<file path="src/include/vssc_pkg.sv">
package vssc_pkg;

  // timing
  localparam int CLK_PERIOD_NS = 10;
  localparam int SW_PERIOD_NS = 2000;
  localparam logic [15:0] SW_PERIOD_CYCLES = 16'(SW_PERIOD_NS / CLK_PERIOD_NS);
  localparam logic [15:0] PERIOD_MIN = 16'h0002;

  // voltage-select code and reference scale
  localparam logic [4:0] CODE_NO_LOAD = 5'h1F;
  localparam logic [5:0] CODE_TOP_UNITS = 6'h3E;
  localparam logic [10:0] STEP_MV = 11'h019;

  // soft-start
  localparam int SS_BITS = 11;
  localparam logic [10:0] SS_LAST = 11'h7FF;
  localparam int SS_SPAN = 2048;
  localparam int RAMP_NUM = 7;
  localparam int RAMP_DEN = 10240;
  localparam int RAMP_CURRENT_UA = 160;

  // register map, byte addresses
  localparam logic [7:0] OFFS_PERIOD = 8'h00;
  localparam logic [7:0] OFFS_STATUS = 8'h04;
  localparam logic [7:0] OFFS_REFERENCE = 8'h08;
  localparam logic [7:0] OFFS_SOFTSTART = 8'h0C;
  localparam logic [1:0] RESP_OKAY = 2'h0;
  localparam logic [1:0] RESP_SLVERR = 2'h2;

  typedef enum logic [1:0] {SHUTDOWN, SOFT_START, REGULATE} vssc_mode_t;
  typedef enum logic {VS_IDLE, VS_VALIDATE} vssc_vs_t;

  typedef struct packed {
    logic por_ok;
    logic enable_ok;
    logic rate_select_disable;
    logic uv_ok;
    logic ov_trip;
    logic oc_trip;
    logic [4:0] voltage_select_code;
  } vssc_pins_t;

  typedef struct packed {
    logic [1:0] pwm_o;
    logic [1:0] pwm_oe;
    logic power_ok_o;
    logic power_ok_oe;
    logic osc_run;
    logic oc_blank;
  } vssc_drive_t;

  typedef struct packed {
    logic [20:0] zero;
    logic osc_run;
    logic validating;
    logic [4:0] accepted_code;
    logic oc_blank;
    logic power_ok;
    logic [1:0] mode;
  } vssc_status_t;

  typedef struct packed {
    logic [3:0] zero_hi;
    logic [11:0] target_mv;
    logic [4:0] zero_lo;
    logic [10:0] reference_mv;
  } vssc_reference_t;

  typedef struct packed {
    logic [7:0] zero_hi;
    logic [7:0] ramp_ua;
    logic [4:0] zero_lo;
    logic [10:0] count;
  } vssc_softstart_t;

  function automatic logic [10:0] code_to_mv(input logic [4:0] code);
    logic [5:0] units;
    units = CODE_TOP_UNITS - {1'b0, code};
    return 11'(units * STEP_MV);
  endfunction

endpackage

</file>
<file path="src/rtl/vssc_core.sv">
// Summary of operation
// sample code only at cycle start
// changed code waits one switching cycle
// accept code only if unchanged throughout
// step 25mV every two switching cycles
// PWM outputs high-impedance in shutdown
// enable ignored until supply reset clears
// shutdown until enable comparator above threshold
// grounded rate-select stops oscillator, shuts down
// releasing rate-select restarts oscillator, soft-start
// code 11111 means shutdown, no load
// all four conditions start soft-start immediately
// 11-bit soft-start counter, phase-clock steps
// ramp rises zero to 140% reference
// ramp current falls 160uA to zero
// soft-start target is lower of both
// power-ok open drain, window comparators
// power-ok low in shutdown, rises above UV; while aresetn is low the core releases it (power_ok_oe low)
// power-ok drops only on disable or fault
// code 00000 1.550, minus 25mV per step
// over-current blanked during code transition
// step toward target, never overshoot
// processor holds code one full cycle
module vssc_core (
  input wire logic aclk,
  input wire logic aresetn,
  input wire vssc_pkg::vssc_pins_t pins,
  input wire logic [7:0] s_axi_awaddr,
  input wire logic s_axi_awvalid,
  output logic s_axi_awready,
  input wire logic [31:0] s_axi_wdata,
  input wire logic [3:0] s_axi_wstrb,
  input wire logic s_axi_wvalid,
  output logic s_axi_wready,
  output logic [1:0] s_axi_bresp,
  output logic s_axi_bvalid,
  input wire logic s_axi_bready,
  input wire logic [7:0] s_axi_araddr,
  input wire logic s_axi_arvalid,
  output logic s_axi_arready,
  output logic [31:0] s_axi_rdata,
  output logic [1:0] s_axi_rresp,
  output logic s_axi_rvalid,
  input wire logic s_axi_rready,
  output vssc_pkg::vssc_drive_t drive,
  output logic [11:0] target_mv,
  output logic [7:0] ramp_ua
);

  vssc_pkg::vssc_pins_t pin_s;
  vssc_pkg::vssc_mode_t mode;
  vssc_pkg::vssc_vs_t vs_state;

  logic [15:0] period;
  logic [15:0] cycle_cnt;
  logic cycle_start;
  logic osc_run;

  logic [4:0] accepted_code;
  logic [4:0] pending_code;
  logic [10:0] reference_mv;
  logic [10:0] goal_mv;
  logic step_phase;

  logic [10:0] ss_count;
  logic [11:0] ramp_mv;
  logic [7:0] ramp_now_ua;
  logic [11:0] next_target_mv;

  logic start_ok;
  logic oc_blank;
  logic fault;
  logic power_ok;

  logic aw_held;
  logic w_held;
  logic [7:0] aw_addr;
  logic [31:0] w_data;
  logic [3:0] w_strb;

  vssc_sync #(
    .W($bits(vssc_pkg::vssc_pins_t))
  ) u_sync (
    .aclk(aclk),
    .aresetn(aresetn),
    .d(pins),
    .q(pin_s)
  );

  vssc_ramp u_ramp (
    .count(ss_count),
    .reference_mv(reference_mv),
    .ramp_mv(ramp_mv),
    .ramp_ua(ramp_now_ua)
  );

  // oscillator: runs while the disable input is released
  assign osc_run = pin_s.rate_select_disable;

  always_ff @(posedge aclk) begin
    if (!aresetn) begin
      cycle_cnt <= '0;
      cycle_start <= 1'b0;
    end else if (!osc_run) begin
      cycle_cnt <= '0;
      cycle_start <= 1'b0;
    end else if (cycle_cnt >= period - 16'h0001) begin
      cycle_cnt <= '0;
      cycle_start <= 1'b1;
    end else begin
      cycle_cnt <= cycle_cnt + 16'h0001;
      cycle_start <= 1'b0;
    end
  end

  // code validation at phase-1 cycle boundaries
  always_ff @(posedge aclk) begin
    if (!aresetn) begin
      vs_state <= vssc_pkg::VS_IDLE;
      accepted_code <= vssc_pkg::CODE_NO_LOAD;
      pending_code <= vssc_pkg::CODE_NO_LOAD;
    end else if (cycle_start) begin
      case (vs_state)
        vssc_pkg::VS_IDLE: begin
          if (pin_s.voltage_select_code != accepted_code) begin
            pending_code <= pin_s.voltage_select_code;
            vs_state <= vssc_pkg::VS_VALIDATE;
          end
        end
        vssc_pkg::VS_VALIDATE: begin
          if (pin_s.voltage_select_code == pending_code) begin
            accepted_code <= pending_code;
            vs_state <= vssc_pkg::VS_IDLE;
          end else if (pin_s.voltage_select_code == accepted_code) begin
            vs_state <= vssc_pkg::VS_IDLE;
          end else begin
            pending_code <= pin_s.voltage_select_code;
          end
        end
        default: vs_state <= vssc_pkg::VS_IDLE;
      endcase
    end
  end

  assign goal_mv = vssc_pkg::code_to_mv(accepted_code);

  // reference stepping toward the accepted code
  always_ff @(posedge aclk) begin
    if (!aresetn) begin
      reference_mv <= '0;
      step_phase <= 1'b0;
    end else if (mode == vssc_pkg::SHUTDOWN) begin
      if (accepted_code != vssc_pkg::CODE_NO_LOAD) begin
        reference_mv <= goal_mv;
      end
      step_phase <= 1'b0;
    end else if (accepted_code == vssc_pkg::CODE_NO_LOAD || reference_mv == goal_mv) begin
      step_phase <= 1'b0;
    end else if (cycle_start) begin
      step_phase <= ~step_phase;
      if (step_phase) begin
        if (reference_mv < goal_mv) begin
          reference_mv <= reference_mv + vssc_pkg::STEP_MV;
        end else begin
          reference_mv <= reference_mv - vssc_pkg::STEP_MV;
        end
      end
    end
  end

  // over-current blanked while a transition is running
  assign oc_blank = (mode != vssc_pkg::SHUTDOWN) && (reference_mv != goal_mv);

  // supply and enable comparators carry their own hysteresis
  assign start_ok = pin_s.por_ok
                    && pin_s.enable_ok
                    && osc_run
                    && (accepted_code != vssc_pkg::CODE_NO_LOAD);

  always_ff @(posedge aclk) begin
    if (!aresetn) begin
      mode <= vssc_pkg::SHUTDOWN;
      ss_count <= '0;
    end else if (!start_ok) begin
      mode <= vssc_pkg::SHUTDOWN;
      ss_count <= '0;
    end else begin
      case (mode)
        vssc_pkg::SHUTDOWN: begin
          mode <= vssc_pkg::SOFT_START;
          ss_count <= '0;
        end
        vssc_pkg::SOFT_START: begin
          if (cycle_start) begin
            if (ss_count == vssc_pkg::SS_LAST) begin
              mode <= vssc_pkg::REGULATE;
            end else begin
              ss_count <= ss_count + 11'h001;
            end
          end
        end
        vssc_pkg::REGULATE: begin
          ss_count <= vssc_pkg::SS_LAST;
        end
        default: mode <= vssc_pkg::SHUTDOWN;
      endcase
    end
  end

  // regulation target seen by the error amplifier
  always_comb begin
    case (mode)
      vssc_pkg::SOFT_START: begin
        if (ramp_mv < {1'b0, reference_mv}) begin
          next_target_mv = ramp_mv;
        end else begin
          next_target_mv = {1'b0, reference_mv};
        end
      end
      vssc_pkg::REGULATE: next_target_mv = {1'b0, reference_mv};
      default: next_target_mv = '0;
    endcase
  end

  assign fault = pin_s.ov_trip || (pin_s.oc_trip && !oc_blank) || !pin_s.uv_ok;

  always_ff @(posedge aclk) begin
    if (!aresetn) begin
      power_ok <= 1'b0;
    end else if (mode == vssc_pkg::SHUTDOWN) begin
      power_ok <= 1'b0;
    end else if (!power_ok && !fault) begin
      power_ok <= 1'b1;
    end else if (power_ok && fault) begin
      power_ok <= 1'b0;
    end
  end

  always_ff @(posedge aclk) begin
    if (!aresetn) begin
      drive <= '0;
      target_mv <= '0;
      ramp_ua <= '0;
    end else begin
      drive.pwm_o <= '0;
      drive.pwm_oe <= {2{mode != vssc_pkg::SHUTDOWN}};
      drive.power_ok_o <= 1'b0;
      drive.power_ok_oe <= !power_ok;
      drive.osc_run <= osc_run;
      drive.oc_blank <= oc_blank;
      target_mv <= next_target_mv;
      if (mode == vssc_pkg::SOFT_START) begin
        ramp_ua <= ramp_now_ua;
      end else begin
        ramp_ua <= '0;
      end
    end
  end

  // AXI4-Lite write: address and data taken in either order
  assign s_axi_awready = !aw_held && !s_axi_bvalid;
  assign s_axi_wready = !w_held && !s_axi_bvalid;

  always_ff @(posedge aclk) begin
    if (!aresetn) begin
      aw_held <= 1'b0;
      w_held <= 1'b0;
      aw_addr <= '0;
      w_data <= '0;
      w_strb <= '0;
      s_axi_bvalid <= 1'b0;
      s_axi_bresp <= vssc_pkg::RESP_OKAY;
    end else begin
      if (s_axi_awvalid && s_axi_awready) begin
        aw_held <= 1'b1;
        aw_addr <= s_axi_awaddr;
      end
      if (s_axi_wvalid && s_axi_wready) begin
        w_held <= 1'b1;
        w_data <= s_axi_wdata;
        w_strb <= s_axi_wstrb;
      end
      if (aw_held && w_held && !s_axi_bvalid) begin
        aw_held <= 1'b0;
        w_held <= 1'b0;
        s_axi_bvalid <= 1'b1;
        if (aw_addr == vssc_pkg::OFFS_PERIOD) begin
          s_axi_bresp <= vssc_pkg::RESP_OKAY;
        end else if (aw_addr == vssc_pkg::OFFS_STATUS || aw_addr == vssc_pkg::OFFS_REFERENCE
                     || aw_addr == vssc_pkg::OFFS_SOFTSTART) begin
          s_axi_bresp <= vssc_pkg::RESP_OKAY;
        end else begin
          s_axi_bresp <= vssc_pkg::RESP_SLVERR;
        end
      end else if (s_axi_bvalid && s_axi_bready) begin
        s_axi_bvalid <= 1'b0;
      end
    end
  end

  // switching period register, byte lanes 0 and 1
  always_ff @(posedge aclk) begin
    if (!aresetn) begin
      period <= vssc_pkg::SW_PERIOD_CYCLES;
    end else if (aw_held && w_held && !s_axi_bvalid && aw_addr == vssc_pkg::OFFS_PERIOD) begin
      if (w_strb[0] && w_strb[1]) begin
        period <= (w_data[15:0] < vssc_pkg::PERIOD_MIN) ? vssc_pkg::PERIOD_MIN : w_data[15:0];
      end else if (w_strb[0]) begin
        period <= ({period[15:8], w_data[7:0]} < vssc_pkg::PERIOD_MIN)
                  ? vssc_pkg::PERIOD_MIN : {period[15:8], w_data[7:0]};
      end else if (w_strb[1]) begin
        period <= ({w_data[15:8], period[7:0]} < vssc_pkg::PERIOD_MIN)
                  ? vssc_pkg::PERIOD_MIN : {w_data[15:8], period[7:0]};
      end
    end
  end

  // AXI4-Lite read
  vssc_pkg::vssc_status_t status_word;
  vssc_pkg::vssc_reference_t reference_word;
  vssc_pkg::vssc_softstart_t softstart_word;

  always_comb begin
    status_word = '0;
    status_word.osc_run = osc_run;
    status_word.validating = (vs_state == vssc_pkg::VS_VALIDATE);
    status_word.accepted_code = accepted_code;
    status_word.oc_blank = oc_blank;
    status_word.power_ok = power_ok;
    status_word.mode = mode;
    reference_word = '0;
    reference_word.target_mv = next_target_mv;
    reference_word.reference_mv = reference_mv;
    softstart_word = '0;
    softstart_word.ramp_ua = ramp_now_ua;
    softstart_word.count = ss_count;
  end

  assign s_axi_arready = !s_axi_rvalid;

  always_ff @(posedge aclk) begin
    if (!aresetn) begin
      s_axi_rvalid <= 1'b0;
      s_axi_rdata <= '0;
      s_axi_rresp <= vssc_pkg::RESP_OKAY;
    end else if (s_axi_arvalid && s_axi_arready) begin
      s_axi_rvalid <= 1'b1;
      s_axi_rresp <= vssc_pkg::RESP_OKAY;
      if (s_axi_araddr == vssc_pkg::OFFS_PERIOD) begin
        s_axi_rdata <= {16'h0000, period};
      end else if (s_axi_araddr == vssc_pkg::OFFS_STATUS) begin
        s_axi_rdata <= status_word;
      end else if (s_axi_araddr == vssc_pkg::OFFS_REFERENCE) begin
        s_axi_rdata <= reference_word;
      end else if (s_axi_araddr == vssc_pkg::OFFS_SOFTSTART) begin
        s_axi_rdata <= softstart_word;
      end else begin
        s_axi_rdata <= '0;
        s_axi_rresp <= vssc_pkg::RESP_SLVERR;
      end
    end else if (s_axi_rvalid && s_axi_rready) begin
      s_axi_rvalid <= 1'b0;
    end
  end

endmodule

</file>
<file path="src/rtl/vssc_sync.sv">
module vssc_sync #(
  parameter int W = 1
) (
  input wire logic aclk,
  input wire logic aresetn,
  input wire logic [W-1:0] d,
  output logic [W-1:0] q
);

  logic [W-1:0] stage1;

  always_ff @(posedge aclk) begin
    if (!aresetn) begin
      stage1 <= '0;
      q <= '0;
    end else begin
      stage1 <= d;
      q <= stage1;
    end
  end

endmodule

</file>
<file path="src/rtl/vssc_ramp.sv">
module vssc_ramp (
  input wire logic [10:0] count,
  input wire logic [10:0] reference_mv,
  output logic [11:0] ramp_mv,
  output logic [7:0] ramp_ua
);

  int ramp_full;
  int current_full;

  always_comb begin
    // 0 .. 140% of reference across the counter span
    ramp_full = (int'(reference_mv) * vssc_pkg::RAMP_NUM * int'(count)) / vssc_pkg::RAMP_DEN;
    // 160 uA falling to zero
    current_full = (vssc_pkg::RAMP_CURRENT_UA * (vssc_pkg::SS_SPAN - int'(count) - 1))
                   / (vssc_pkg::SS_SPAN - 1);
    ramp_mv = 12'(ramp_full);
    ramp_ua = 8'(current_full);
  end

endmodule

</file>
<file path="config.mk">
export PLATFORM = sky130hd
export DESIGN_NAME = vssc_core
export DESIGN_NICKNAME = d
export VERILOG_FILES = /design/src/include/vssc_pkg.sv /design/src/rtl/vssc_core.sv /design/src/rtl/vssc_sync.sv /design/src/rtl/vssc_ramp.sv
export SDC_FILE = /design/constraint.sdc
export NUM_CORES = 1
export LEC_CHECK = 0
export BUFFER_PORTS_ARGS = -buffer_cell sky130_fd_sc_hd__buf_2
export CORE_MARGIN = 5
export CORE_UTILIZATION = 60
export CTS_CLUSTER_DIAMETER = 60
export DETAILED_ROUTE_END_ITERATION = 8
export PLACE_DENSITY = 0.76
export SYNTH_ARGS = -nofsm -noshare
export SYNTH_HDL_FRONTEND = slang
export SYNTH_SLANG_ARGS = --single-unit
</file>
<file path="constraint.sdc">
create_clock -name aclk -period 51.6 [get_ports aclk]
set_input_delay 2.58 -clock aclk [delete_from_list [all_inputs] [get_ports aclk]]
set_output_delay 2.58 -clock aclk [all_outputs]
set_load 0.05 [all_outputs]
</file>
==> impl_metrics.yaml <==
critical_path:
  slowest_delay_ps: 830
  critical_path.max_fanout: 33
  r2r_setup_slack_ps: 27320
  setup.worst_path.class: "flip-flop to flip-flop"
  critPathArrivalTime_ps: 24570
  cp_slowest_cell: "nand3_1"
  timing.critical_path.from_type: "flip-flop"
  worst_path_most_repeated_cell: "ha_1"
  cp_data_required_time_ps: 51900
  setup.worst_path.end_class: "flip-flop"
drt:
  route.detailed.drc: 0
  routedWlPerCell_um: 18.5
  dr.first_iter.drc_count: 2357
  avgViaCountPerCell: 6.45
  wl_um: 72000
  detail_route.first_pass.iterations: 8
  final_antenna_net_count: 0
  detailroute.via_count: 25100
timing:
  tns_ps: 0
  finalCritPeriodShare: 0.470
  rsz0062_at_grt: "false"
  final_max_slew_viol_count: 0
  finalSetupViolations: 0
  worst_slew_pin_slew_ps: 1240
  max_clock_freq_mhz: 41.2
  number_of_hold_slack_violations_in_the_final_timing_report: 0
  finalClockSkew_ps: 16.9
  slew_headroom: 0.166
  final.min_clock_period_ps: 24280
global_routing:
  first_global_vias: 24700
  grt_start_max_net_pins: 70
  first_pass_grt_wire_length_um: 120000
  grt_overflow_total: 0
  antenna_violations_before_repair: 2
  overall_routing_resource_usage: 0.297
yosys:
  mappedNetlistArea_um2: 25600
  synth-main-ff-cell: "dfxtp_1"
  synth_area_leaders: "dfxtp_1 (14%), ha_1 (9.9%), fa_1 (9.6%)"
  synth_cell_type_count: 136
  synth_area_leader_cell: "dfxtp_1"
  yosys.area.top_type_share: 0.138
  number_of_enable_flip_flop_cells_after_synthesis: 0
  synth.yosys.seq_area_share: 0.138
  netlist_instances: 3319
  ys.warnings.count: 0
  avgSynthCellArea_um2: 7.71
  ys_seq_elements: 176
  synth-async-reset-ratio: 0
pwr:
  p_per_area_nw_per_um2: 14.8
  vdd_ir_drop_max_mv: 0.0239
  power.total_w: 0.000401
  leakage_power_total_nw: 11.7
final_layout:
  fin_area_um2: 27000
  nNetsFinal: 3735
  layout.filler_cells: 3659
  mostFrequentLayoutCells: "nand2_1 (325), nor2_1 (293), inv_1 (241), a21oi_1 (226), ha_1 (203)"
  layout_cell_share_with_drive_strength_beyond_1: 0.0907
  commonest_non_fill_non_tap_cell_in_the_layout: "nand2_1"
  flow.area_growth_from_synthesis_pct: 5.55
clocking:
  clk_root_buf: "clkbuf_16"
  clock-sinks: 176
  clock_tree_from_tritoncts: "yes"
  clk_latency_ps: 450
  tritoncts.num_buffers: 17
  resize_count_post_cts: 0
  post-cts-setup-buffer-count: 0
  htreeDepth: 4
  worst_setup_hold_path_clk_slew_ps: 80
  cts_max_path_buffers: 2
  cts_hold_repair.buffers: 0
job:
  max_cap_viols: 0
floorplan:
  core_area_um2: 42000
  initial_core_util: 0.609
  die-area_um2: 46900
  site_row_count: 75
  die_h_um: 217
  die_x_um: 217
  pin_count: 139
placement:
  final_wtd_congestion: 0.929
  dpl.hpwl_um: 56500
  placement.cell_area_um2: 26400
  io_buffer_count: 111
min_path:
  hold_class: "flip-flop to flip-flop"
run_status:
  run_status: "completed"
[state kept, by name, indices dropped and copies added, names as in the netlist, 2 cells and up]
name / flops
accepted_code: 5
aw_addr: 8
cycle_cnt: 16
drive: 4
mode: 2
pending_code: 5
period: 16
ramp_ua: 8
reference_mv: 11
s_axi_rdata: 28
ss_count: 11
target_mv: 12
u_sync.q: 11
u_sync.stage1: 11
w_data: 16
w_strb: 2
[synth_stat cells, drive strengths merged, types with 92 or more instances]
cell type / number
nand2: 328
a21oi: 230
and2: 125
nand3: 92
dfxtp: 176
inv: 243
nor2: 298
xnor2: 156
o21ai: 145
clkbuf: 96
fa: 123
ha: 203
[stage by stage]
step / worst slack [ps] / hold slack [ps] / std cells / util
6_report: 27320 / 436 / 3892 / 0.643
3_5_place_dp: 27980 / 418 / 3859 / 0.628
4_1_cts: 27860 / 437 / 3891 / 0.643
3_3_place_gp: 28420 / 421 / 3859 / 0.628
2_1_floorplan: 32300 / 412 / 3335 / -
5_1_grt: 25720 / 446 / 3891 / 0.643
[worst paths after layout]
kind,startpoint,to,depth (start not counted)
hold / removal,u_sync.stage1[9],u_sync.q[9],1
hold reg to reg,u_sync.stage1[9],u_sync.q[9],1
setup reg to reg,ss_count[0],s_axi_rdata[18],73
setup / recovery,ss_count[0],s_axi_rdata[18],73
[routing by layer]
layer,GRT usage,vias to the layer above,part of all wire
met4,0.0918,2,0.030
met3,0.0349,189,0.058
met1,0.382,12000,0.43
li1,-,12000,-
met2,0.522,917,0.49
met5,0,-,0.00018
[layout make-up]
cell class | instances | area (um^2) | area share
Antenna cell | 1 | 2.50 | 0.0000926
Clock buffer | 17 | 425 | 0.0157
Clock inverter | 15 | 205 | 0.00760
Inverter | 244 | 916 | 0.0339
Multi-Input combinational cell | 2770 | 20600 | 0.761
Sequential cell | 176 | 3520 | 0.130
Tap cell | 539 | 674 | 0.0250
Timing Repair Buffer | 130 | 698 | 0.0258
[critical path, delay by kind of cell, from the launching register on]
| kind | cells | cell delay, ps |
|---|---|---|
| compound gates | 31 | 10110 |
| fa+ha+maj | 6 | 1780 |
| mux | 3 | 1210 |
| buf+inv | 3 | 740 |
| simple gates | 29 | 9680 |
| flops | 1 | 300 |
| xor+xnor | 1 | 220 |
[cell families after synthesis]
kind of cell | synth area share
other | 0.000147
adders and majority gates | 0.197
AOI/OAI and AO/OA | 0.251
muxes | 0.0260
xor gates and xnor gates | 0.0760
buffers and inverters | 0.0610
DFF | 0.138
and+or+nand+nor | 0.251
[power breakdown]
group	total [W]	internal [W]	switching (W)
Combinational	0.000128	0.0000443	0.0000840
Clock	0.000132	0.0000667	0.0000657
Sequential	0.000140	0.000138	0.00000191
Total	0.000401	0.000249	0.000152
Power figures use the tool's default switching activity.
